### src/crb_pkg.sv
package crb_pkg;

    // port count and width; ports are indexed A=0 .. G=6
    localparam int NUM_PORTS = 7;
    localparam int PORT_W = 8;

    // per-port offsets inside the 256-byte register window
    localparam logic [7:0] OFS_DATA_IN [NUM_PORTS] =
        '{8'h00, 8'h01, 8'h10, 8'h11, 8'h30, 8'h40, 8'h41};
    localparam logic [7:0] OFS_DATA_OUT [NUM_PORTS] =
        '{8'h04, 8'h05, 8'h14, 8'h15, 8'h34, 8'h44, 8'h45};
    localparam logic [7:0] OFS_DIR [NUM_PORTS] =
        '{8'h06, 8'h07, 8'h16, 8'h17, 8'h36, 8'h46, 8'h47};
    localparam logic [7:0] OFS_DRIVE [NUM_PORTS] =
        '{8'h08, 8'h09, 8'h18, 8'h19, 8'h38, 8'h48, 8'h49};
    // function select exists on E, F, G only; other entries are masked off
    localparam logic [7:0] OFS_FUNC [NUM_PORTS] =
        '{8'h00, 8'h00, 8'h00, 8'h00, 8'h32, 8'h42, 8'h43};

    // which ports own a function select, an open-drain select or a slew select
    localparam logic [NUM_PORTS-1:0] HAS_FUNC = 7'h70;
    localparam logic [NUM_PORTS-1:0] HAS_OPEN_DRAIN = 7'h5B;
    localparam logic [NUM_PORTS-1:0] HAS_SLEW = 7'h24;

    // device-wide registers
    localparam logic [7:0] OFS_MAIN_PROT = 8'hC0;
    localparam logic [7:0] OFS_BOOT_PROT = 8'hC2;
    localparam logic [7:0] OFS_PWR0 = 8'hB0;
    localparam logic [7:0] OFS_PWR2 = 8'hB4;
    localparam logic [7:0] OFS_PAGE = 8'hE0;
    localparam logic [7:0] OFS_SPACE = 8'hE2;
    localparam logic [7:0] OFS_MEM_SIZE = 8'hF0;

    // power control 0 fields
    localparam int PWR0_APD_BIT = 1;
    localparam int PWR0_FAST_OFF_BIT = 3;
    localparam int PWR0_CLK_OFF_BIT = 4;
    localparam logic [7:0] PWR0_MASK = 8'h1A;
    // power gating fields
    localparam int PWR2_ADDR_BIT = 0;
    localparam int PWR2_CTL0_BIT = 2;
    localparam int PWR2_ALE_BIT = 5;
    localparam int PWR2_WRH_BIT = 6;
    localparam logic [7:0] PWR2_MASK = 8'h7D;
    // space mapping fields
    localparam int SPACE_CFG_LSB = 1;
    localparam int SPACE_PERIPH_BIT = 7;
    localparam logic [7:0] SPACE_MASK = 8'h9F;
    // protection and size fields
    localparam int BOOT_SECURITY_BIT = 7;
    localparam int SIZE_SRAM_LSB = 4;
    localparam logic [3:0] MAIN_SIZE_MAX = 4'h6;
    localparam logic [3:0] SRAM_SIZE_MAX = 4'h5;

    // reset values
    localparam logic [7:0] PORT_REG_RST = 8'h00;
    localparam logic [7:0] PAGE_RST = 8'h00;
    localparam logic [7:0] PWR_RST = 8'h00;
    localparam logic [7:0] SPACE_RST = 8'h00;

    // one host bus cycle as seen by the bank
    typedef struct packed {
        logic sel;
        logic wr;
        logic rd;
        logic [7:0] addr;
        logic [7:0] wdata;
    } crb_host_req_type;

    // pad drive for one port
    typedef struct packed {
        logic [PORT_W-1:0] level;
        logic [PORT_W-1:0] oe;
    } crb_pin_drive_type;

endpackage : crb_pkg

### src/crb_config_status_bank.sv
// How it works
// - input register reads live synchronised pin levels
// - output latch drives pin in output mode
// - direction bit: 0 input, 1 output, resets 0
// - E/F/G function bit selects address-out mode
// - A/B/D/E/G drive bit selects open drain
// - C/F drive bit selects fast slew
// - main protect register reads per-sector protection
// - boot protect bits 3..0 report sector protection
// - boot protect bit 7 reports security lock
// - page register drives decode page, resets zero
// - power control 0 cleared only at power-up
// - power control 0 bit 1 enables auto power-down
// - power control 0 bit 3 turns fast mode off
// - power control 0 bit 4 disconnects logic clock
// - power gating bit 0 blocks address bits
// - power gating bits 2..4 block control inputs
// - power gating bits 5,6 block latch strobe, high-byte enable
// - space mapping loads config, effective in split mode
// - space bits 0..2 gate fetch strobe cycles
// - space bits 3,4 gate data read cycles
// - space bit 7 enables port F peripheral mode
// - size register low nibble reports main flash
// - size register high nibble reports SRAM
`timescale 1ns/10ps
module crb_config_status_bank #(
    parameter logic [3:0] MAIN_SIZE_CODE = 4'h5,
    parameter logic [3:0] SRAM_SIZE_CODE = 4'h3
) (
    input wire logic i_core_clk,
    input wire logic i_rst,
    input wire logic i_por,
    input wire crb_pkg::crb_host_req_type i_host,
    input wire logic [crb_pkg::NUM_PORTS-1:0][7:0] i_pin_level,
    input wire logic [7:0] i_addr_latch,
    input wire logic [7:0] i_main_protect,
    input wire logic [3:0] i_boot_protect,
    input wire logic i_security_set,
    input wire logic [3:0] i_cfg_space_map,
    input wire logic i_split_bus_mode,
    output logic [7:0] o_rdata,
    output logic o_rvalid,
    output crb_pkg::crb_pin_drive_type [crb_pkg::NUM_PORTS-1:0] o_pin_drive,
    output logic [crb_pkg::NUM_PORTS-1:0][7:0] o_slew_fast,
    output logic [7:0] o_page_bits,
    output logic o_auto_power_down,
    output logic o_logic_fast_mode_off,
    output logic o_logic_clock_input_block,
    output logic o_addr_block,
    output logic [2:0] o_control_inputs_block,
    output logic o_ale_block,
    output logic o_high_byte_write_enable_block,
    output logic [4:0] o_space_access_en,
    output logic o_port_f_periph_en
);

    localparam int NP = crb_pkg::NUM_PORTS;

    // size codes above the largest defined encoding cannot be reported
    if (MAIN_SIZE_CODE > crb_pkg::MAIN_SIZE_MAX || SRAM_SIZE_CODE > crb_pkg::SRAM_SIZE_MAX) begin
        $error("crb_config_status_bank: size code out of range");
    end

    logic [NP-1:0][7:0] pin_meta_q;
    logic [NP-1:0][7:0] pin_sync_q;
    logic [NP-1:0][7:0] out_q;
    logic [NP-1:0][7:0] dir_q;
    logic [NP-1:0][7:0] func_q;
    logic [NP-1:0][7:0] drive_q;
    logic [7:0] page_q;
    logic [7:0] pwr0_q;
    logic [7:0] pwr2_q;
    logic [7:0] space_q;
    logic cfg_load_q;
    logic [7:0] rdata_d;

    // a host write strobe aimed at one offset
    function automatic logic wr_hit(input crb_pkg::crb_host_req_type req,
                                    input logic [7:0] ofs);
        wr_hit = req.sel & req.wr & (req.addr == ofs);
    endfunction : wr_hit

    // pins are asynchronous to the core clock: two flops before any use
    always_ff @(posedge i_core_clk or posedge i_rst) begin
        if (i_rst) begin
            pin_meta_q <= '0;
            pin_sync_q <= '0;
        end else begin
            pin_meta_q <= i_pin_level;
            pin_sync_q <= pin_meta_q;
        end
    end

    // per-port configuration latches; unmapped selects stay zero
    always_ff @(posedge i_core_clk or posedge i_rst) begin
        if (i_rst) begin
            out_q <= {NP{crb_pkg::PORT_REG_RST}};
            dir_q <= {NP{crb_pkg::PORT_REG_RST}};
            func_q <= {NP{crb_pkg::PORT_REG_RST}};
            drive_q <= {NP{crb_pkg::PORT_REG_RST}};
        end else begin
            for (int p = 0; p < NP; p++) begin
                if (wr_hit(i_host, crb_pkg::OFS_DATA_OUT[p])) begin
                    out_q[p] <= i_host.wdata;
                end
                if (wr_hit(i_host, crb_pkg::OFS_DIR[p])) begin
                    dir_q[p] <= i_host.wdata;
                end
                if (crb_pkg::HAS_FUNC[p] && wr_hit(i_host, crb_pkg::OFS_FUNC[p])) begin
                    func_q[p] <= i_host.wdata;
                end
                if (wr_hit(i_host, crb_pkg::OFS_DRIVE[p])) begin
                    drive_q[p] <= i_host.wdata;
                end
            end
        end
    end

    // page register feeds the decode logic directly
    always_ff @(posedge i_core_clk or posedge i_rst) begin
        if (i_rst) begin
            page_q <= crb_pkg::PAGE_RST;
        end else if (wr_hit(i_host, crb_pkg::OFS_PAGE)) begin
            page_q <= i_host.wdata;
        end
    end

    // power control 0 survives device reset; only power-up clears it
    always_ff @(posedge i_core_clk or posedge i_por) begin
        if (i_por) begin
            pwr0_q <= crb_pkg::PWR_RST;
        end else if (wr_hit(i_host, crb_pkg::OFS_PWR0)) begin
            pwr0_q <= i_host.wdata & crb_pkg::PWR0_MASK;
        end
    end

    // signal gating into the logic array
    always_ff @(posedge i_core_clk or posedge i_rst) begin
        if (i_rst) begin
            pwr2_q <= crb_pkg::PWR_RST;
        end else if (wr_hit(i_host, crb_pkg::OFS_PWR2)) begin
            pwr2_q <= i_host.wdata & crb_pkg::PWR2_MASK;
        end
    end

    // the config field cannot enter through the async reset, so it is
    // loaded on the first edge after release; that load beats a host write
    always_ff @(posedge i_core_clk or posedge i_rst) begin
        if (i_rst) begin
            space_q <= crb_pkg::SPACE_RST;
            cfg_load_q <= 1'b1;
        end else begin
            cfg_load_q <= 1'b0;
            if (cfg_load_q) begin
                space_q <= {3'h0, i_cfg_space_map, 1'b0};
            end else if (wr_hit(i_host, crb_pkg::OFS_SPACE)) begin
                space_q <= i_host.wdata & crb_pkg::SPACE_MASK;
            end
        end
    end

    // read mux; read-only sources sampled at the strobe edge
    always_comb begin
        rdata_d = 8'h00;
        for (int p = 0; p < NP; p++) begin
            if (i_host.addr == crb_pkg::OFS_DATA_IN[p]) rdata_d = pin_sync_q[p];
            if (i_host.addr == crb_pkg::OFS_DATA_OUT[p]) rdata_d = out_q[p];
            if (i_host.addr == crb_pkg::OFS_DIR[p]) rdata_d = dir_q[p];
            if (i_host.addr == crb_pkg::OFS_DRIVE[p]) rdata_d = drive_q[p];
            if (crb_pkg::HAS_FUNC[p] && i_host.addr == crb_pkg::OFS_FUNC[p]) begin
                rdata_d = func_q[p];
            end
        end
        case (i_host.addr)
            crb_pkg::OFS_MAIN_PROT: rdata_d = i_main_protect;
            crb_pkg::OFS_BOOT_PROT: rdata_d = {i_security_set, 3'h0, i_boot_protect};
            crb_pkg::OFS_PWR0: rdata_d = pwr0_q;
            crb_pkg::OFS_PWR2: rdata_d = pwr2_q;
            crb_pkg::OFS_PAGE: rdata_d = page_q;
            crb_pkg::OFS_SPACE: rdata_d = space_q;
            crb_pkg::OFS_MEM_SIZE: rdata_d = {SRAM_SIZE_CODE, MAIN_SIZE_CODE};
            default: ;
        endcase
    end

    // one read answer per strobe, one cycle later
    always_ff @(posedge i_core_clk or posedge i_rst) begin
        if (i_rst) begin
            o_rdata <= 8'h00;
            o_rvalid <= 1'b0;
        end else begin
            o_rvalid <= i_host.sel & i_host.rd;
            o_rdata <= (i_host.sel & i_host.rd) ? rdata_d : 8'h00;
        end
    end

    // pad drive: address-out mode forces drive; open drain only pulls low
    always_ff @(posedge i_core_clk or posedge i_rst) begin
        if (i_rst) begin
            o_pin_drive <= '0;
            o_slew_fast <= '0;
        end else begin
            for (int p = 0; p < NP; p++) begin
                for (int n = 0; n < 8; n++) begin
                    logic addr_mode;
                    logic lvl;
                    logic drv;
                    addr_mode = crb_pkg::HAS_FUNC[p] & func_q[p][n];
                    lvl = addr_mode ? i_addr_latch[n] : out_q[p][n];
                    drv = addr_mode | dir_q[p][n];
                    if (crb_pkg::HAS_OPEN_DRAIN[p] && drive_q[p][n]) begin
                        o_pin_drive[p].oe[n] <= drv & ~lvl;
                    end else begin
                        o_pin_drive[p].oe[n] <= drv;
                    end
                    o_pin_drive[p].level[n] <= lvl;
                    o_slew_fast[p][n] <= crb_pkg::HAS_SLEW[p] & drive_q[p][n];
                end
            end
        end
    end

    // outside split bus mode the mapping bits have no effect: all allowed
    always_ff @(posedge i_core_clk or posedge i_rst) begin
        if (i_rst) begin
            o_space_access_en <= 5'h1F;
        end else begin
            o_space_access_en <= i_split_bus_mode ? space_q[4:0] : 5'h1F;
        end
    end

    // control levels come straight from their register flops
    assign o_page_bits = page_q;
    assign o_auto_power_down = pwr0_q[crb_pkg::PWR0_APD_BIT];
    assign o_logic_fast_mode_off = pwr0_q[crb_pkg::PWR0_FAST_OFF_BIT];
    assign o_logic_clock_input_block = pwr0_q[crb_pkg::PWR0_CLK_OFF_BIT];
    assign o_addr_block = pwr2_q[crb_pkg::PWR2_ADDR_BIT];
    assign o_control_inputs_block = pwr2_q[crb_pkg::PWR2_CTL0_BIT +: 3];
    assign o_ale_block = pwr2_q[crb_pkg::PWR2_ALE_BIT];
    assign o_high_byte_write_enable_block = pwr2_q[crb_pkg::PWR2_WRH_BIT];
    assign o_port_f_periph_en = space_q[crb_pkg::SPACE_PERIPH_BIT];
endmodule : crb_config_status_bank

### config.mk
export PLATFORM = sky130hd
export DESIGN_NAME = crb_config_status_bank
export DESIGN_NICKNAME = d
export VERILOG_FILES = /design/src/crb_pkg.sv /design/src/crb_config_status_bank.sv
export SDC_FILE = /design/constraint.sdc
export NUM_CORES = 1
export LEC_CHECK = 0
export ABC_AREA = 1
export BUFFER_PORTS_ARGS = -buffer_cell sky130_fd_sc_hd__buf_2
export CAP_MARGIN = 20
export CORE_UTILIZATION = 56
export CTS_BUF_LIST = sky130_fd_sc_hd__clkbuf_16
export CTS_CLUSTER_DIAMETER = 120
export DETAILED_ROUTE_END_ITERATION = 8
export PLACE_DENSITY = 0.83
export SLEW_MARGIN = 10
export SYNTH_ARGS = -nofsm -noshare
export SYNTH_HDL_FRONTEND = slang
export SYNTH_SLANG_ARGS = --single-unit
### constraint.sdc
create_clock -name i_core_clk -period 16.55 [get_ports i_core_clk]
set_input_delay 2.4825 -clock i_core_clk [delete_from_list [all_inputs] [get_ports i_core_clk]]
set_output_delay 2.4825 -clock i_core_clk [all_outputs]
set_load 0.01 [all_outputs]
# Word-level counts from Yosys, hierarchy flattened
# Index checks and enable logic that the tools add are counted.
# W data, S select, Z words.
[totals]
input_bits = 104
register_bits = 472
out_inout_bits = 200
word_cells = 335
[classes]
n_bitwise = 134
eq_ne = 37
mux = 100
n_reduce_logical = 2
[ops]
columns = ["cell", "count"]
rows = [
  ["$mux W8", 34],
  ["$eq A8 B7 Y1 const B", 10],
  ["$and A1 B1 Y1", 70],
  ["$eq A8 B5 Y1 const B", 8],
  ["$mux W1", 64],
  ["$eq A8 B8 Y1 const B", 7],
  ["$pmux W8 S7", 1],
  ["$eq A8 B6 Y1 const B", 5],
  ["$not A1 Y1", 40],
  ["$eq A8 B3 Y1 const B", 4],
  ["$or A1 B1 Y1", 24],
  ["$eq A8 B4 Y1 const B", 2],
  ["$eq A8 B1 Y1 const B", 1],
  ["$logic_not A8 Y1", 1],
  ["$mux W5", 1],
  ["$reduce_bool A2 Y1", 1],
]

# Logic depth before layout (Yosys ltp)
# Gate-level depths: netlist (run 1).
[logic_depth]
word_depth = 34
ltp_mapped = 26

# Least setup slack after synthesis (run 1)
# Ideal clock, no wire load.
[synth_timing]
path_kind = "input port to flip-flop"
start = "in i_host[14] (netlist name)"
end = "reg o_rdata[4]"
n_path_buf = 0
stages = 19
path_slack_ns = 12.326
setup_time_ns = 0.121
arrival_ns = 4.103
required_ns = 16.429
cell_sequence = "nor2_1 nand2_4 inv_2 nand2_1 or2_2 nand2_1 nand3_1 nor2_1 nand4_1 nand2_1 nand4_1 nor2_1 nand4_1 nand2_1 nand4_1 nand2_1 nand4_1 nor2_1 nor2_1"
[synth_between]
elab_chain_cells = 34
word_cells_on_any_way = 71
[synth_lines]
columns = ["element", "line", "text"]
rows = [
  ["start, declared", "crb_config_status_bank.sv:33", "input wire crb_pkg::crb_host_req_type i_host,"],
  ["$logic_not A8 Y1", "--", ""],
  ["$mux W8", "crb_config_status_bank.sv:166", "if (i_host.addr == crb_pkg::OFS_DATA_IN[p]) rdata_d = pin_sync_q[p];"],
  ["$mux W8", "crb_config_status_bank.sv:167", "if (i_host.addr == crb_pkg::OFS_DATA_OUT[p]) rdata_d = out_q[p];"],
  ["$mux W8", "crb_config_status_bank.sv:168", "if (i_host.addr == crb_pkg::OFS_DIR[p]) rdata_d = dir_q[p];"],
  ["$mux W8", "crb_config_status_bank.sv:169", "if (i_host.addr == crb_pkg::OFS_DRIVE[p]) rdata_d = drive_q[p];"],
  ["$mux W8", "crb_config_status_bank.sv:166", ""],
  ["$mux W8", "crb_config_status_bank.sv:167", ""],
  ["$mux W8", "crb_config_status_bank.sv:168", ""],
  ["[18 not listed]", "--", ""],
  ["$mux W8", "crb_config_status_bank.sv:170", "if (crb_pkg::HAS_FUNC[p] && i_host.addr == crb_pkg::OFS_FUNC[p]) begin"],
  ["$mux W8", "crb_config_status_bank.sv:166", ""],
  ["$mux W8", "crb_config_status_bank.sv:167", ""],
  ["$mux W8", "crb_config_status_bank.sv:168", ""],
  ["$mux W8", "crb_config_status_bank.sv:169", ""],
  ["$mux W8", "crb_config_status_bank.sv:170", ""],
  ["$pmux W8 S7 *", "crb_config_status_bank.sv:174", "case (i_host.addr)"],
  ["$mux W8 *", "crb_config_status_bank.sv:193", "o_rdata <= (i_host.sel & i_host.rd) ? rdata_d : 8'h00;"],
  ["end signal, assigned", "crb_config_status_bank.sv:193", ""],
  ["end, declared", "crb_config_status_bank.sv:41", "output logic [7:0] o_rdata,"],
]
# Every way passes the cells marked *; elsewhere a longest branch is shown, timed or not.
# A chain may end at the register's enable or synchronous reset.

# Worst setup path in the final report (run 1)
[layout_timing]
start = "in i_host[10] (netlist name)"
end = "reg o_rdata[0]"
# The elaborated chain is that of the path after synthesis.

==> results of run 1 <==
## cells by family (layout without fill, tap and decap cells)
family          Yosys count  after routing
simple gates            793            793
flops                   470            470
compound gates          312            312
buf+inv                 228            494
mux                      10             10
other cells               1             42
## sequential cells by signal, indices dropped and copies added (netlist names)
name	flops
o_rdata	8
o_pin_drive	112
o_page_bits	8
pin_meta_q	56
space_q	6
dir_q	56
pwr0_q	3
o_space_access_en	5
cfg_load_q	1
pin_sync_q	56
drive_q	56
func_q	24
out_q	56
o_slew_fast	16
pwr2_q	6
o_rvalid	1
## worst max path at each step
stage	startpoint	end	slack, ns	cells after the start
2_1_floorplan	i_rst	dir_q[0]	1.05	1
3_3_place_gp	i_rst	out_q[33]	11.22	4
3_5_place_dp	i_rst	dir_q[37]	11.15	4
4_1_cts	i_rst	drive_q[35]	11.70	4
5_1_grt	i_host[10]	o_rdata[0]	11.42	24
6_report	i_host[10]	o_rdata[0]	11.69	24
## cell usage after synthesis, types with 5 or more instances
cell	n
nand2_1	570
dfrtp_1	464
o21ai_0	230
inv_1	122
nor2_1	80
clkbuf_1	48
a21oi_1	45
buf_4	41
nand4_1	37
nand3_1	36
or2_2	29
a21boi_0	17
inv_2	11
mux2_2	10
nor2_2	10
or2_0	9
nor3_1	8
dfstp_2	6
a221oi_1	5
## worst max-delay path: stages
cell and delay, ns:
buf_2 0.19, inv_2 0.08, nor2_4 0.12, nand3_1 0.14, nor2_1 0.67, nand2_1 0.10
nand2_1 0.10, nand3_1 0.07, nand2_1 0.06, nand3b_1 0.11, nand2_1 0.08, nand4_1 0.10
nand2_1 0.08, nand3_1 0.06, nor2_1 0.14, nand2_1 0.08, nand2_1 0.11, nand3_1 0.10
nand2_1 0.07, nand2_1 0.05, nand2_1 0.06, nand4_1 0.09, nor2_1 0.10, nor2_1 0.05
## power breakdown
group	switching (W)	internal, W	leakage, nW	total, W
Clock	0.000432	0.000565	0.729	0.000997
Combinational	0.0000837	0.0000351	3.65	0.000119
Sequential	0.0000232	0.00119	6.24	0.00121
Total	0.000539	0.00179	10.6	0.00233
## cell type report
cell class / count / share of cell area (%)
repair buffers: 277 / 7.23
clock inverters: 33 / 1.03
flip-flops and latches: 470 / 56.1
diodes: 1 / 0.0119
multi-input cells: 1156 / 25.0
well taps: 402 / 2.40
inverters: 135 / 2.45
clock buffers: 49 / 5.84
## metrics by stage
| stage | area (um2) | instances |
|---|---|---|
| 4_1_cts | 20800 | 2516 |
| 2_1_floorplan | 18000 | 1854 |
| 3_3_place_gp | 19400 | 2434 |
| 6_report | 21000 | 2523 |
| 5_1_grt | 21000 | 2522 |
| 3_5_place_dp | 19400 | 2434 |
## per-layer routing
| layer | up-vias | share of wire, % | track usage [%] |
|---|---|---|---|
| li1 | 6290 | - | - |
| met1 | 6788 | 41 | 43.1 |
| met2 | 779 | 47 | 48.3 |
| met3 | 132 | 8.0 | 5.23 |
| met4 | 0 | 4.0 | 13.0 |
| met5 | - | 0 | 0 |
==> metrics, run 1 <==
GRT Overall Usage 30.9%; setup TNS 0 ns; worst-path maximum fanout 11; initial antenna violation count 0; post-synthesis simple-gate area fraction 18.5%; ys async rst share 100%; number of enable flip-flop cells after synthesis 0; drt initial violations 1317; row cnt 65; Worst Hold Class reg2reg; Final #Nets 2190; DR WL/cell 19.6 um; reg2reg start out_q[5]; number of remaining DRC errors 0; Hold Vio Cnt, Final 0; run status finished, final reports clean; layout cells sized above 1 19.7%; Worst Tran Pin Value 1.17 ns; die width 181 um; CP Data Arrival Time 5.28 ns; worst hold endpoint pin_sync_q[49]; setup ws final 11.69 ns; Hold Slack 0.339 ns; TritonCTS buffer count 46; R2R setup slack 13.98 ns; post-route ant nets 0; core area 31500 um2; Rel. slew slack 21.7%; Clock Latency Late Sink 0.55 ns; I/O Buffers 263; Post-Syn Area 17900 um2; area of the multi-input gates 5240 um2; mux contribution to synthesized area 0.630%; flops & latches, synth 470; Tcrit/Tclk final 29.4%; clk slew on worst S/H paths 0.06 ns; Finished Core Util 66.7%; Final Max Tran Viols 0; CTS resizes 0; Hold Path Origin pin_meta_q[49]; Synth Area in Adders 0%; Critical Path End Type flop; drt first pass iters 8; most frequent cells in the layout 570 x nand2_1, 464 x dfrtp_1, 263 x buf_2; # Post-CTS Setup Buffers 0; Clock Skew 0.0161 ns; CTS tree done; ranking of synthesized cells by area dfrtp_1 65%, nand2_1 12%, o21ai_0 6.4%; Max VDD drop 0.0776 mV; Via density 5.54; H-tree depth 2; Lkg Pwr 10.6 nW; IO Count 304; crit start category primary input; Compound-Gate Fraction of Synth Area 9.33%; R2R Path End o_rdata[5]; drt total wl 49500 um; number of global-route vias before repair 13.5k; Power Total 0.00233 W; Netlist cell types 40; final RePlAce weighted congestion 0.937; Synth Flop Type dfrtp_1; Syn Inst Count 1814; first-pass GRT wire length 76700 um; largest family of logic cells by synthesized area simple AND/OR/NAND/NOR gates; die extent in y 181 um; pwr dens 111 nW/um2; Clock Sinks 470; RSZ-0062 raised after global routing false; CP required 16.97 ns; Post-CTS Hold Buffers 0; synth warn 0; hold path cells 0; Register Area 11800 um2; setup violators final 0; R2R cell count 22; commonest non-fill, non-tap cell in the layout nand2_1; max cap viols 0; XOR/XNOR Fraction of Synth Area 0%; Crit Path Class in2reg; Max Clock Freq 206 MHz; Final HPWL DP 33600 um; worst slack at placement 11.15 ns; post-synthesis sequential area ratio 65.8%; Layout area overhead 17.4%; initial core utilization 56.8%; Synth top area share 65.0%; DIE AREA 32600 um2; Fillers 2399; biggest area consumer among synthesized cells dfrtp_1; Root Buffer clkbuf_16; maximum clock insertion buffer count 3; largest net degree at the start of global routing 142; fin crit period 4.86 ns; GR Overflow Total 0; Syn Area/Cell 9.85 um2; detailed-route via count 14.0k
No activity file was read; power rests on OpenSTA's default activity.
==> run 2, diff against run 1 <==
- ABC_AREA: 1 -> 0
- CORE_UTILIZATION: 56 -> 51
- PLACE_DENSITY: 0.83 -> 0.79
- clock period: 16.55 -> 4.3 ns (I/O delays scaled with it)
==> metrics, run 2 <==
CP required 4.73 ns (-12.24 ns); pwr dens 430 nW/um2 (+290%); drt first pass iters 7 (-1); most frequent cells in the layout 464 x dfrtp_1, 263 x buf_2, 232 x mux2_2; R2R Path End o_rdata[6]; drt initial violations 1648 (+25%); Final Max Tran Viols 0 (unchanged); Critical Path End Type flop; WL met2 26700 um (+16%); worst-path maximum fanout 42 (+31); CP Data Arrival Time 3.68 ns (-1.60 ns); layout cells sized above 1 38.5% (+19 points); setup violators final 0 (unchanged); RSZ-0062 raised after global routing false; Lkg Pwr 11.0 nW (+3.5%); largest net degree at the start of global routing 91 (-36%); fin crit period 3.26 ns; Layout Cell Area excl Fill 22100 um2 (+5.4%); R2R cell count 6 (-73%); Post-Syn Area 18800 um2 (+4.9%); count leader, synth dfrtp_1; detailed-route via count 13.5k (-3.7%); flops & latches, synth 470 (unchanged); post-route ant nets 0 (unchanged); TritonCTS buffer count 47 (+2.2%); Max Clock Freq 307 MHz; max FFs per register 112 (unchanged); sequential power share 49.3% (-2.8 points); synth warn 0 (unchanged); Pint 0.00732 W (+310%); first-pass GRT wire length 90500 um (+18%); post-synthesis sequential area ratio 62.8% (-3.1 points); Fillers 2726 (+14%); I/O Buffers 263 (unchanged); initial core utilization 52.2% (-4.6 points); Worst Hold Class in2async; number of remaining DRC errors 0 (unchanged); Top Layer Used met5; Layout area overhead 18.0%; DIE AREA 37500 um2 (+15%); H-tree depth 2 (unchanged); CP peak stage delay 0.81 ns (+0.14 ns); IO Count 304 (unchanged); most flop-heavy register o_pin_drive; Net Switching 0.00220 W (+310%); setup TNS 0 ns (unchanged); Tcrit/Tclk final 75.8%; Max VDD drop 0.311 mV (+300%); Synth Flop Type dfrtp_1; Via density 6.19 (+12%); Placed Area 20500 um2 (+5.6%); drt total wl 60400 um (+22%); Post-synth top cells 464 x dfrtp_1, 232 x mux2_2, 71 x a21oi_1; Synth top area share 61.9% (-3.0 points); Hold Vio Cnt, Final 0 (unchanged); Post-CTS Hold Buffers 1 (+1); switching share of power 23.1% (-0.050 points); DR WL/cell 27.7 um (+41%); initial antenna violation count 7 (+7); Syn Area/Cell 13.3 um2 (+35%); crit start category primary input; ranking of synthesized cells by area dfrtp_1 62%, mux2_2 14%, buf_4 1.9%; clock share of power 44.3% (+1.5 points); CTS resizes 0 (unchanged); clk slew on worst S/H paths 0.06 ns (about the same); max cap viols 0 (unchanged); die extent in y 194 um (+7.2%); CTS tree done; Met3 Wirelength 6200 um (+56%); Rel. slew slack 42.3% (+21 points); core area 35900 um2 (+14%); Crit Path Class in2reg; combinational power share 6.4% (+1.3 points); reg2reg start out_q[6]; die width 194 um (+7.2%); row cnt 69 (+6.2%); maximum clock insertion buffer count 3 (unchanged); Finished Core Util 61.6% (-5.1 points); GR Overflow Total 0 (unchanged); commonest non-fill, non-tap cell in the layout dfrtp_1; Hold Slack 0.0985 ns (-0.241 ns); CP max stage cell a2111oi_0; number of global-route vias before repair 13.6k (+0.51%); biggest area consumer among synthesized cells dfrtp_1; run status finished, final reports clean; Clock Latency Late Sink 0.58 ns (+0.03 ns); Clock Skew 0.0203 ns (+0.00417 ns); Worst Tran Pin Value 0.843 ns (-0.330 ns); Final HPWL DP 43000 um (+28%); Clock Sinks 470 (unchanged); number of enable flip-flop cells after synthesis 0 (unchanged); R2R setup slack 2.05 ns (-11.93 ns); Final #Nets 1781 (-19%); Root Buffer clkbuf_16; ys async rst share 100% (unchanged); CP cell instances buf_2 > buf_4 > inv_1 > and3_1 > a221oi_1 > o22ai_1 > a2111oi_0 > o31ai_1; # Post-CTS Setup Buffers 0 (unchanged); final RePlAce weighted congestion 0.959 (+2.4%); Syn Inst Count 1405 (-23%); length of routed wiring on met1 25600 um (+25%); Netlist cell types 74 (+85%); GRT Overall Usage 32.6% (+1.8 points)
[run 2: cell count changes in the layout (fill, tap and decap cells not counted), moves of 26 or more]
cell	change
nand2_1	-500
inv_1	-116
a21oi_1	+26
mux2_2	+222
a22oi_1	+29
o21ai_0	-175
nand4_1	-31
[run 2: worst max-delay path by stage]
stage                  to  startpoint  depth (start not counted)  slack (ns)
3_5_place_dp   o_rdata[6]   i_host[8]                          8        0.56
2_1_floorplan    dir_q[0]       i_rst                          1       -2.66
4_1_cts        o_rdata[6]   i_host[8]                          8        1.20
5_1_grt        o_rdata[6]   i_host[8]                          7        1.03
6_report       o_rdata[6]   i_host[8]                          8        1.04
3_3_place_gp   o_rdata[6]   i_host[8]                          8        0.61
[run 2: power by group through the flow]
stage / sequential, W / clock [W] / combinational (W)
final: 0.00469 / 0.00422 / 0.000610
after global routing: 0.00470 / 0.00445 / 0.000656
after CTS: 0.00469 / 0.00427 / 0.000603
after detailed placement: 0.00477 / 0 / 0.000599
after global placement: 0.00476 / 0 / 0.000584
after floorplan: 0.00475 / 0 / 0.000342
[run 2: area by class of cell]
| type | instances | area, um2 | area share (%) |
|---|---|---|---|
| flip-flops and latches | 470 | 11800 | 53.2 |
| repair buffers | 299 | 1680 | 7.61 |
| well taps | 461 | 577 | 2.61 |
| inverters | 10 | 41.3 | 0.187 |
| multi-input cells | 849 | 6450 | 29.1 |
| clock buffers | 49 | 1230 | 5.54 |
| diodes | 3 | 7.51 | 0.0339 |
| clock inverters | 35 | 370 | 1.67 |
[run 2: worst max-delay path, delay by kind of cell]
family / cells / cell delay, ns
AO/OA/AOI/OAI: 4 / 1.59
buffers and inverters: 3 / 1.04
AND/OR/NAND/NOR: 1 / 0.40
[run 2: cells by family (layout without fill, tap and decap cells)]
group / after synthesis / in the layout / share of synthesized area (%)
DFF: 470 / 470 / 62.8
and+or+nand+nor: 263 / 263 / 8.04
muxes: 245 / 245 / 14.6
buffers and inverters: 126 / 393 / 3.80
AOI/OAI and AO/OA: 300 / 300 / 10.7
other: 1 / 44 / 0.0200
[run 2: routing by layer]
metal / vias to the layer above / GRT usage, %
met3: 125 / 8.11
met1: 6896 / 47.2
li1: 5581 / -
met5: - / 0
met4: 4 / 11.8
met2: 865 / 47.9
[run 2: per-stage QoR]
step	instances	setup WS, ns	total power, W
2_1_floorplan	1445	-2.66	0.00509
3_3_place_gp	2086	0.613	0.00534
3_5_place_dp	2087	0.565	0.00536
4_1_cts	2172	1.20	0.00956
5_1_grt	2174	1.03	0.00981
6_report	2176	1.04	0.00952
